File: src/via_pkg.sv
package via_pkg;
   // Sizes
   localparam int NUM_PINS = 8;
   localparam int NUM_SRC = 16;
   localparam int SRC_W = 4;
   localparam int CNT_W = 3;
   // Register addresses
   localparam logic [15:0] ADDR_RISE_SEL = 16'hFF48;
   localparam logic [15:0] ADDR_FALL_SEL = 16'hFF49;
   localparam logic [15:0] ADDR_PSW = 16'hFF1E;
   // Reset values
   localparam logic [7:0] EDGE_SEL_RESET = 8'h00;
   localparam logic [7:0] PSW_RESET = 8'h02;
   localparam logic [7:0] RD_UNMAPPED = 8'h00;
   // Status word fields
   localparam int ACC_EN_BIT = 7;
   localparam int SVC_LVL_BIT = 1;
   // Acceptance latency in CPU clocks
   localparam int LAT_MIN_HI_CLK = 7;
   localparam int LAT_MIN_LO_CLK = 8;
   localparam int LAT_MAX_HI_CLK = 32;
   localparam int LAT_MAX_LO_CLK = 33;
   localparam int SEQ_OVERHEAD_CLK = 5;
   localparam logic [CNT_W-1:0] WAIT_HI_CNT =
      CNT_W'(LAT_MIN_HI_CLK - SEQ_OVERHEAD_CLK - 1);
   localparam logic [CNT_W-1:0] WAIT_LO_CNT =
      CNT_W'(LAT_MIN_LO_CLK - SEQ_OVERHEAD_CLK - 1);
   // Vector table
   localparam logic [15:0] VEC_BASE = 16'h0004;
   localparam logic [15:0] VEC_TRAP = 16'h003E;
   // Stacking and vector sequence
   typedef enum logic [2:0] {
      VIA_IDLE,
      VIA_WAIT,
      VIA_PUSH_PSW,
      VIA_PUSH_PC,
      VIA_LOAD_VEC
   } via_seq_type;
endpackage

File: src/via_arb_if.sv
`timescale 1ns/1ps
interface via_arb_if;
   import via_pkg::*;
   logic [NUM_SRC-1:0] ready;
   logic [NUM_SRC-1:0] urgency;
   logic accEn;
   logic svcLvl;
   logic grant;
   logic [SRC_W-1:0] grantIdx;
   logic grantUrg;
   modport ctrl (output ready, urgency, accEn, svcLvl,
      input grant, grantIdx, grantUrg);
   modport arb (input ready, urgency, accEn, svcLvl,
      output grant, grantIdx, grantUrg);
endinterface

File: src/via_edge_detect.sv
`timescale 1ns/1ps
module via_edge_detect import via_pkg::*; (
   input wire logic mclk,
   input wire logic rst,
   input wire logic [NUM_PINS-1:0] pin,
   input wire logic [NUM_PINS-1:0] riseSel,
   input wire logic [NUM_PINS-1:0] fallSel,
   output logic [NUM_PINS-1:0] edgeHit
);
   logic [NUM_PINS-1:0] pinPrev_q;

   // Previous pin level
   always_ff @(posedge mclk) begin
      if (rst) begin
         pinPrev_q <= '0;
      end else begin
         pinPrev_q <= pin;
      end
   end

   // Per-pin edge selection
   genvar g;
   generate
      for (g = 0; g < NUM_PINS; g++) begin : gPin
         assign edgeHit[g] = (riseSel[g] & pin[g] & ~pinPrev_q[g]) |
            (fallSel[g] & ~pin[g] & pinPrev_q[g]);
      end
   endgenerate
endmodule // via_edge_detect

File: src/via_arbiter.sv
`timescale 1ns/1ps
module via_arbiter import via_pkg::*; (
   via_arb_if.arb bus
);
   logic [NUM_SRC-1:0] eligible;
   logic [NUM_SRC-1:0] hiSet;
   logic [NUM_SRC-1:0] pickSet;

   // Eligibility by enable and level in service
   always_comb begin
      if (!bus.accEn) begin
         eligible = '0;
      end else if (!bus.svcLvl) begin
         eligible = bus.ready & ~bus.urgency;
      end else begin
         eligible = bus.ready;
      end
      hiSet = eligible & ~bus.urgency;
      pickSet = (|hiSet) ? hiSet : eligible;
   end

   // Lowest index wins among equal level
   always_comb begin
      bus.grantIdx = '0;
      for (int i = NUM_SRC - 1; i >= 0; i--) begin
         if (pickSet[i]) begin
            bus.grantIdx = SRC_W'(i);
         end
      end
      bus.grant = |pickSet;
      bus.grantUrg = bus.urgency[bus.grantIdx];
   end
endmodule // via_arbiter

File: src/via_irq_ctrl.sv
`timescale 1ns/1ps
module via_irq_ctrl import via_pkg::*; (
   input wire logic mclk,
   input wire logic rst,
   input wire logic [NUM_PINS-1:0] extIrqPin,
   input wire logic [NUM_PINS-1:0] periphReq,
   input wire logic [NUM_SRC-1:0] maskFlag,
   input wire logic [NUM_SRC-1:0] urgencySelectFlag,
   input wire logic [15:0] cpuAddr,
   input wire logic cpuWrEn,
   input wire logic [7:0] cpuWrData,
   input wire logic cpuBitEn,
   input wire logic [2:0] cpuBitIdx,
   input wire logic cpuBitVal,
   input wire logic cpuRdEn,
   output logic [7:0] cpuRdData,
   input wire logic instrBoundary,
   input wire logic holdInstr,
   input wire logic unmaskAllOp,
   input wire logic maskAllOp,
   input wire logic softTrapOp,
   input wire logic irqReturnOp,
   input wire logic trapReturnOp,
   input wire logic pswPopOp,
   input wire logic pswPushOp,
   input wire logic [7:0] stackPopData,
   input wire logic [15:0] pcIn,
   output logic stackPush,
   output logic [15:0] stackData,
   output logic vecLoad,
   output logic [15:0] vecAddr,
   output logic [NUM_SRC-1:0] requestFlag,
   output logic [7:0] procStatusWord,
   output logic seqBusy
);
   logic [7:0] riseSel_q;
   logic [7:0] fallSel_q;
   logic [7:0] psw_q;
   logic [NUM_SRC-1:0] req_q;
   logic [NUM_SRC-1:0] req_d;
   logic [NUM_SRC-1:0] setVec;
   logic [NUM_SRC-1:0] clrVec;
   logic [NUM_PINS-1:0] edgeHit;
   logic blockNext_q;
   via_seq_type state_q;
   logic [CNT_W-1:0] waitCnt_q;
   logic isTrap_q;
   logic [SRC_W-1:0] srcIdx_q;
   logic srcUrg_q;
   logic stackPush_q;
   logic [15:0] stackData_q;
   logic vecLoad_q;
   logic [15:0] vecAddr_q;
   logic [7:0] rdData_q;
   logic wrRise;
   logic wrFall;
   logic wrPsw;
   logic bitRise;
   logic bitFall;
   logic bitPsw;
   logic trapStart;
   logic acceptOk;
   logic acceptSetSame;

   via_arb_if arbBus ();

   // Replace one bit of a byte
   function automatic logic [7:0] bitUpd(input logic [7:0] old,
      input logic [2:0] idx, input logic val);
      logic [7:0] res;
      res = old;
      res[idx] = val;
      return res;
   endfunction

   // Address decode
   assign wrRise = cpuWrEn && (cpuAddr == ADDR_RISE_SEL);
   assign wrFall = cpuWrEn && (cpuAddr == ADDR_FALL_SEL);
   assign wrPsw = cpuWrEn && (cpuAddr == ADDR_PSW);
   assign bitRise = cpuBitEn && (cpuAddr == ADDR_RISE_SEL);
   assign bitFall = cpuBitEn && (cpuAddr == ADDR_FALL_SEL);
   assign bitPsw = cpuBitEn && (cpuAddr == ADDR_PSW);

   // Edge select registers
   always_ff @(posedge mclk) begin
      if (rst) begin
         riseSel_q <= EDGE_SEL_RESET;
         fallSel_q <= EDGE_SEL_RESET;
      end else begin
         if (wrRise) begin
            riseSel_q <= cpuWrData;
         end else if (bitRise) begin
            riseSel_q <= bitUpd(riseSel_q, cpuBitIdx, cpuBitVal);
         end
         if (wrFall) begin
            fallSel_q <= cpuWrData;
         end else if (bitFall) begin
            fallSel_q <= bitUpd(fallSel_q, cpuBitIdx, cpuBitVal);
         end
      end
   end

   via_edge_detect uEdge (
      .mclk(mclk),
      .rst(rst),
      .pin(extIrqPin),
      .riseSel(riseSel_q),
      .fallSel(fallSel_q),
      .edgeHit(edgeHit)
   );

   // Request flags: a new event wins over the accept clear
   assign setVec = {periphReq, edgeHit};
   assign req_d = (req_q & ~clrVec) | setVec;

   always_ff @(posedge mclk) begin
      if (rst) begin
         req_q <= '0;
      end else begin
         req_q <= req_d;
      end
   end

   // Arbiter inputs
   assign arbBus.ready = req_q & ~maskFlag;
   assign arbBus.urgency = urgencySelectFlag;
   assign arbBus.accEn = psw_q[ACC_EN_BIT];
   assign arbBus.svcLvl = psw_q[SVC_LVL_BIT];

   via_arbiter uArb (
      .bus(arbBus)
   );

   // Acceptance at an instruction boundary
   assign trapStart = (state_q == VIA_IDLE) && softTrapOp;
   assign acceptOk = (state_q == VIA_IDLE) && instrBoundary &&
      !holdInstr && !blockNext_q && !softTrapOp &&
      !irqReturnOp && !trapReturnOp && arbBus.grant;
   assign acceptSetSame = setVec[arbBus.grantIdx];
   assign clrVec = acceptOk ?
      (NUM_SRC'(1) << arbBus.grantIdx) : '0;

   // Hold off one instruction after a return
   always_ff @(posedge mclk) begin
      if (rst) begin
         blockNext_q <= 1'b0;
      end else if (irqReturnOp || trapReturnOp) begin
         blockNext_q <= 1'b1;
      end else if (instrBoundary) begin
         blockNext_q <= 1'b0;
      end
   end

   // Stacking and vector sequencer
   always_ff @(posedge mclk) begin
      if (rst) begin
         state_q <= VIA_IDLE;
         waitCnt_q <= '0;
         isTrap_q <= 1'b0;
         srcIdx_q <= '0;
         srcUrg_q <= 1'b1;
      end else begin
         case (state_q)
            VIA_IDLE: begin
               if (trapStart) begin
                  isTrap_q <= 1'b1;
                  state_q <= VIA_PUSH_PSW;
               end else if (acceptOk) begin
                  isTrap_q <= 1'b0;
                  srcIdx_q <= arbBus.grantIdx;
                  srcUrg_q <= arbBus.grantUrg;
                  waitCnt_q <= arbBus.grantUrg ?
                     WAIT_LO_CNT : WAIT_HI_CNT;
                  state_q <= VIA_WAIT;
               end
            end
            VIA_WAIT: begin
               if (waitCnt_q == '0) begin
                  state_q <= VIA_PUSH_PSW;
               end else begin
                  waitCnt_q <= waitCnt_q - CNT_W'(1);
               end
            end
            VIA_PUSH_PSW: begin
               state_q <= VIA_PUSH_PC;
            end
            VIA_PUSH_PC: begin
               state_q <= VIA_LOAD_VEC;
            end
            VIA_LOAD_VEC: begin
               state_q <= VIA_IDLE;
            end
            default: begin
               state_q <= VIA_IDLE;
            end
         endcase
      end
   end

   // Status word updates
   always_ff @(posedge mclk) begin
      if (rst) begin
         psw_q <= PSW_RESET;
      end else if (state_q == VIA_PUSH_PSW) begin
         psw_q[ACC_EN_BIT] <= 1'b0;
         if (!isTrap_q) begin
            psw_q[SVC_LVL_BIT] <= srcUrg_q;
         end
      end else if (irqReturnOp || trapReturnOp || pswPopOp) begin
         psw_q <= stackPopData;
      end else if (unmaskAllOp) begin
         psw_q[ACC_EN_BIT] <= 1'b1;
      end else if (maskAllOp) begin
         psw_q[ACC_EN_BIT] <= 1'b0;
      end else if (wrPsw) begin
         psw_q <= cpuWrData;
      end else if (bitPsw) begin
         psw_q <= bitUpd(psw_q, cpuBitIdx, cpuBitVal);
      end
   end

   // Stack and vector strobes, one cycle after each state
   always_ff @(posedge mclk) begin
      if (rst) begin
         stackPush_q <= 1'b0;
         stackData_q <= '0;
         vecLoad_q <= 1'b0;
         vecAddr_q <= '0;
      end else begin
         stackPush_q <= 1'b0;
         vecLoad_q <= 1'b0;
         if (state_q == VIA_PUSH_PSW) begin
            stackPush_q <= 1'b1;
            stackData_q <= {8'h00, psw_q};
         end else if (state_q == VIA_PUSH_PC) begin
            stackPush_q <= 1'b1;
            stackData_q <= pcIn;
         end else if (state_q == VIA_LOAD_VEC) begin
            vecLoad_q <= 1'b1;
            vecAddr_q <= isTrap_q ? VEC_TRAP :
               16'(VEC_BASE + {srcIdx_q, 1'b0});
         end else if (pswPushOp) begin
            stackPush_q <= 1'b1;
            stackData_q <= {8'h00, psw_q};
         end
      end
   end

   // Register read port
   always_ff @(posedge mclk) begin
      if (rst) begin
         rdData_q <= RD_UNMAPPED;
      end else if (cpuRdEn) begin
         case (cpuAddr)
            ADDR_RISE_SEL: rdData_q <= riseSel_q;
            ADDR_FALL_SEL: rdData_q <= fallSel_q;
            ADDR_PSW: rdData_q <= psw_q;
            default: rdData_q <= RD_UNMAPPED;
         endcase
      end
   end

   // Outputs
   assign cpuRdData = rdData_q;
   assign stackPush = stackPush_q;
   assign stackData = stackData_q;
   assign vecLoad = vecLoad_q;
   assign vecAddr = vecAddr_q;
   assign requestFlag = req_q;
   assign procStatusWord = psw_q;
   assign seqBusy = (state_q != VIA_IDLE);

   // Checks
   resetPsw_a: assert property (@(posedge mclk)
      $fell(rst) |-> psw_q == PSW_RESET)
      else $error("status word not 02H after reset");
   resetEdge_a: assert property (@(posedge mclk)
      $fell(rst) |-> (riseSel_q == 8'h00) && (fallSel_q == 8'h00))
      else $error("edge selects not cleared by reset");
   unmaskSet_a: assert property (@(posedge mclk) disable iff (rst)
      unmaskAllOp && !maskAllOp && (state_q != VIA_PUSH_PSW) &&
      !irqReturnOp && !trapReturnOp && !pswPopOp |=> psw_q[ACC_EN_BIT])
      else $error("enable flag not set by unmask op");
   acceptIe_a: assert property (@(posedge mclk) disable iff (rst)
      (state_q == VIA_IDLE) ##1 (state_q == VIA_WAIT) |->
      $past(psw_q[ACC_EN_BIT]))
      else $error("request accepted with enable clear");
   lvlBlock_a: assert property (@(posedge mclk) disable iff (rst)
      (state_q == VIA_IDLE) ##1 (state_q == VIA_WAIT) |->
      $past(psw_q[SVC_LVL_BIT]) || !srcUrg_q)
      else $error("low request accepted during high handler");
   latHi_a: assert property (@(posedge mclk) disable iff (rst)
      acceptOk && !arbBus.grantUrg |-> !vecLoad [*6] ##1 vecLoad)
      else $error("high request latency not 6 after accept");
   latLo_a: assert property (@(posedge mclk) disable iff (rst)
      acceptOk && arbBus.grantUrg |-> !vecLoad [*7] ##1 vecLoad)
      else $error("low request latency not 7 after accept");
   levelFirst_a: assert property (@(posedge mclk) disable iff (rst)
      acceptOk && |(arbBus.ready & ~urgencySelectFlag) &&
      psw_q[SVC_LVL_BIT] |-> !arbBus.grantUrg)
      else $error("low level won over high level");
   stackOrder_a: assert property (@(posedge mclk) disable iff (rst)
      (state_q == VIA_PUSH_PSW) |=> stackPush &&
      (stackData[7:0] == $past(psw_q)) && !psw_q[ACC_EN_BIT]
      ##1 stackPush ##1 vecLoad)
      else $error("stacking order or enable clear wrong");
   lvlCopy_a: assert property (@(posedge mclk) disable iff (rst)
      (state_q == VIA_PUSH_PSW) && !isTrap_q |=>
      psw_q[SVC_LVL_BIT] == $past(srcUrg_q))
      else $error("service level not copied from urgency");
   trapVec_a: assert property (@(posedge mclk) disable iff (rst)
      trapStart |-> ##4 vecLoad && (vecAddr == VEC_TRAP))
      else $error("trap vector not loaded");
   returnHold_a: assert property (@(posedge mclk) disable iff (rst)
      irqReturnOp || trapReturnOp |-> !acceptOk ##1 !acceptOk)
      else $error("accept right after return");
   flagClear_a: assert property (@(posedge mclk) disable iff (rst)
      acceptOk && !acceptSetSame |=> !requestFlag[srcIdx_q])
      else $error("request flag not cleared on accept");
endmodule // via_irq_ctrl

File: config.mk
export PLATFORM = sky130hd
export DESIGN_NAME = via_irq_ctrl
export DESIGN_NICKNAME = d
export VERILOG_FILES = /design/src/via_pkg.sv /design/src/via_arb_if.sv /design/src/via_edge_detect.sv /design/src/via_arbiter.sv /design/src/via_irq_ctrl.sv
export SDC_FILE = /design/constraint.sdc
export NUM_CORES = 1
export LEC_CHECK = 0
export BUFFER_PORTS_ARGS = -buffer_cell sky130_fd_sc_hd__buf_4
export CORE_UTILIZATION = 46
export DETAILED_ROUTE_END_ITERATION = 6
export GPL_ROUTABILITY_DRIVEN = 0
export MAX_ROUTING_LAYER = met4
export PLACE_DENSITY = 0.84
export SYNTH_ARGS = -nofsm -noshare
export SYNTH_HDL_FRONTEND = slang
export SYNTH_SLANG_ARGS = --single-unit
export TNS_END_PERCENT = 5
File: constraint.sdc
create_clock -name mclk -period 2.9 [get_ports mclk]
set_clock_uncertainty 0.05 [all_clocks]
set_input_delay 0.58 -clock mclk [delete_from_list [all_inputs] [get_ports mclk]]
set_output_delay 0.58 -clock mclk [all_outputs]
set_load 0.03 [all_outputs]
==> impl_results.md <==
- Status: finished with violations
- Failing checks: setup timing
- Final core occ: between 70% and 80%
- Sequential Area: 1850 sq um
- Layout net count: 997
- Top FF cell, synth: dfxtp_1
- Clock transition at path regs: 70 ps
- TritonCTS clock tree: built
- Dpl cells: 992
- Crit path time final: 3340 ps
- Final WS setup: -439 ps
- Total of max-cap violations: 0
- Total power: 3.42 mW
- Peak VDD IR: 332 uV
- CTS buffer count: 9
- Number of remaining DRC errors: 0
- TritonRoute pass-1 iters: 5
- Post-synth ARST share: 0%
- Startpoint types: flip-flop
- Vias per inst: 6.17
- WL per Instance: between 20 and 25 um
- DRT iter0 DRCs: slightly below 600
- GRT overflow: 0
- Pwr Density: between 400 and 500 nW/um^2
- Synth-to-layout area growth: 50.2%
- Pre-CTS WS: -633 ps
- IO Count: 181
- Gr busiest metal: met2
- Worst setup EP type: flip-flop
- CP cell instances: buf_12 > nor4bb_2 > buf_4 > or4_4 > nor3b_4 > buf_4 > buf_16 > buf_4 > a31oi_1 > buf_4 > a21boi_2 > a31o_1 > or2_4 > o2111ai_4 > a21oi_2
- Max stage delay on crit path: about 430 ps
- Critical path's most frequent cell: buf_4
- NetSw: 1.08 mW
- Sink Count: 92
- Antenna viol nets, final: 0
- Row Count: 38
- Period utilization: 115%
- Setup Viol. Count Final: 25
- Slew Limit Headroom: 63.0%
- Combinational share of power: 27.9%
- Switching part of the total: 31.6%
- Final WL: 20.5 mm
- Die width: 108 um
- Final instance count without filler cells: 1025
- GR Layer Usage met2: 53.8%
- DIE AREA: 11800 sq um
- Post-synth EDFFs: 0
- Met3 Resource Use GR: 5.97%
- RSZ-0062 raised after global routing: yes
- GRT Total Usage: roughly 34%
- Filler cells: 790
- Pint: 2.34 mW
- Worst Max-Slew Pin Slew: 548 ps
- Antenna cells: 0
- CTS root buf: clkbuf_16
- Crit path kind: reg2reg
- Core Area: 10900 sq um
- Die Ht: 108 um
- Initial antenna violation count: 0
- Largest net degree at the start of global routing: 53
- Static Leak: 3.43 nW
- Cell variety after synth: 67
- Post-DP HPWL: 13.5 mm
- Clk pwr share: 32.0%
- Footprint of the multi-input gates: 3380 sq um
- Data arrival, critical path: 3520 ps
- Fin Setup TNS: -8510 ps
- Port Buf Inserts: approximately 170
- Crit-path max FO: 10
- Seq/Total Area, Yosys: 35.3%
- Share of cells above drive strength 1: about two fifths
- Htree depth: 3
- Max Buffers Root-to-Sink: 2
- Synthesis-stage register bit count: 92
- Routed vias: ~6.3k
- Mapped Cells: 641
- GR Util met1: between 40% and 50%
- Post-synth design cell area: approximately 5200 sq um
- Clock latency on the worst-skew pair: 340 ps
- Final hold violations: 0
- Final instance area: 7830 sq um
- Worst Path Required: 3080 ps
- Fin Hold WS: 416 ps
- CP max stage cell: or4_4
- Achievable Freq: 300 MHz
- Syn. warnings: 0
- Avg Cell Area, Syn: 8.13 sq um
- First-pass GRT wire length: 30.0 mm
- Seq pwr share: 40.2%
- HP Class: reg2reg
- Fin. max-slew vios: 0
- Initial Util: 47.7%
- Vias in the first global route: 6081
- DP Area: 7060 sq um
==> flip-flops by register name (all words and copies together), names as in the netlist <==
register         flops
requestFlag         16
stackData           16
cpuRdData            8
fallSel_q            8
procStatusWord       8
riseSel_q            8
uEdge.pinPrev_q      8
vecAddr              5
srcIdx_q             4
state_q              3
waitCnt_q            3
blockNext_q          1
isTrap_q             1
srcUrg_q             1
stackPush            1
vecLoad              1
==> Yosys cell counts, types with 16 or more instances <==
cell type	n	area, sq um
dfxtp_1	92	1840
nor2_1	64	240
nand2_1	60	225
a21oi_1	49	245
o21ai_0	36	180
clkbuf_1	27	101
a211oi_1	26	195
a31oi_1	25	156
nand3b_1	22	165
nor3_1	18	90.1
and3b_1	17	149
inv_1	17	63.8
a22oi_1	16	120
==> worst max-delay path: cells and delay by family (launching register included) <==
kind            cells  cell delay, ps
flops               1             360
buf+inv             6             860
compound gates      5             820
simple gates        4            1130
==> layer usage <==
layer	wire [um]	share of wire, %
met5	0	0
met4	998	4.9
met3	1990	9.7
met2	9350	46
met1	8180	40
==> repair_timing <==
| item | 4_1_cts | 5_1_grt |
|---|---|---|
| gates resized for setup | 43 | 36 |
| hold buffers | 0 | 0 |
| gates cloned | 3 | 1 |
| pin swaps | 13 | 14 |
| setup buffers | 11 | 3 |
| endpoints found under the setup margin | 25 | 26 |
==> logic make-up (layout without fill, tap and decap cells) <==
family | count (synthesis) | after routing | synth area share [%]
AOI/OAI and AO/OA | 205 | 205 | 26.4
and+or+nand+nor | 263 | 264 | 29.0
xor gates and xnor gates | 1 | 1 | 0.168
DFF | 92 | 92 | 35.3
adders and majority gates | 3 | 3 | 0.720
muxes | 9 | 9 | 1.92
other | 1 | 11 | 0.0719
buffers and inverters | 67 | 300 | 6.43
==> final cells by class <==
type,count,area share (%)
Tap cell,140,2.24
Timing Repair Buffer,266,26.6
Multi-Input combinational cell,493,43.2
Sequential cell,92,23.6
Inverter,18,0.863
Clock buffer,9,2.88
Clock inverter,7,0.687
==> placed cells by master (no fill, tap or decap), types with 16 or more instances in the layout <==
| master | count |
|---|---|
| buf_4 | 258 |
| dfxtp_1 | 91 |
| nor2_1 | 62 |
| nand2_1 | 59 |
| a21oi_1 | 46 |
| a211oi_1 | 26 |
| nand3b_1 | 22 |
| o21ai_0 | 21 |
| and3b_1 | 17 |
| inv_1 | 17 |
| nor3_1 | 16 |
| a22oi_1 | 16 |
==> final timing paths <==
kind                          start      endpoint  slack (ps)  cells after the start
setup / recovery  procStatusWord[7]  waitCnt_q[1]        -440                     15
hold / removal          srcIdx_q[0]   srcIdx_q[0]         420                      2
setup reg to reg  procStatusWord[7]  waitCnt_q[1]        -440                     15
hold reg to reg         srcIdx_q[0]   srcIdx_q[0]         420                      2
==> power by group through the flow <==
stage	logic [mW]	registers, mW	clock network (mW)
detailed placement	0.799	1.40	0
global placement	0.777	1.40	0
CTS	0.900	1.37	1.10
global route	1.01	1.38	1.16
finish	0.954	1.37	1.09
floorplan	0.370	1.47	0
(Power assumes the default switching activity.)
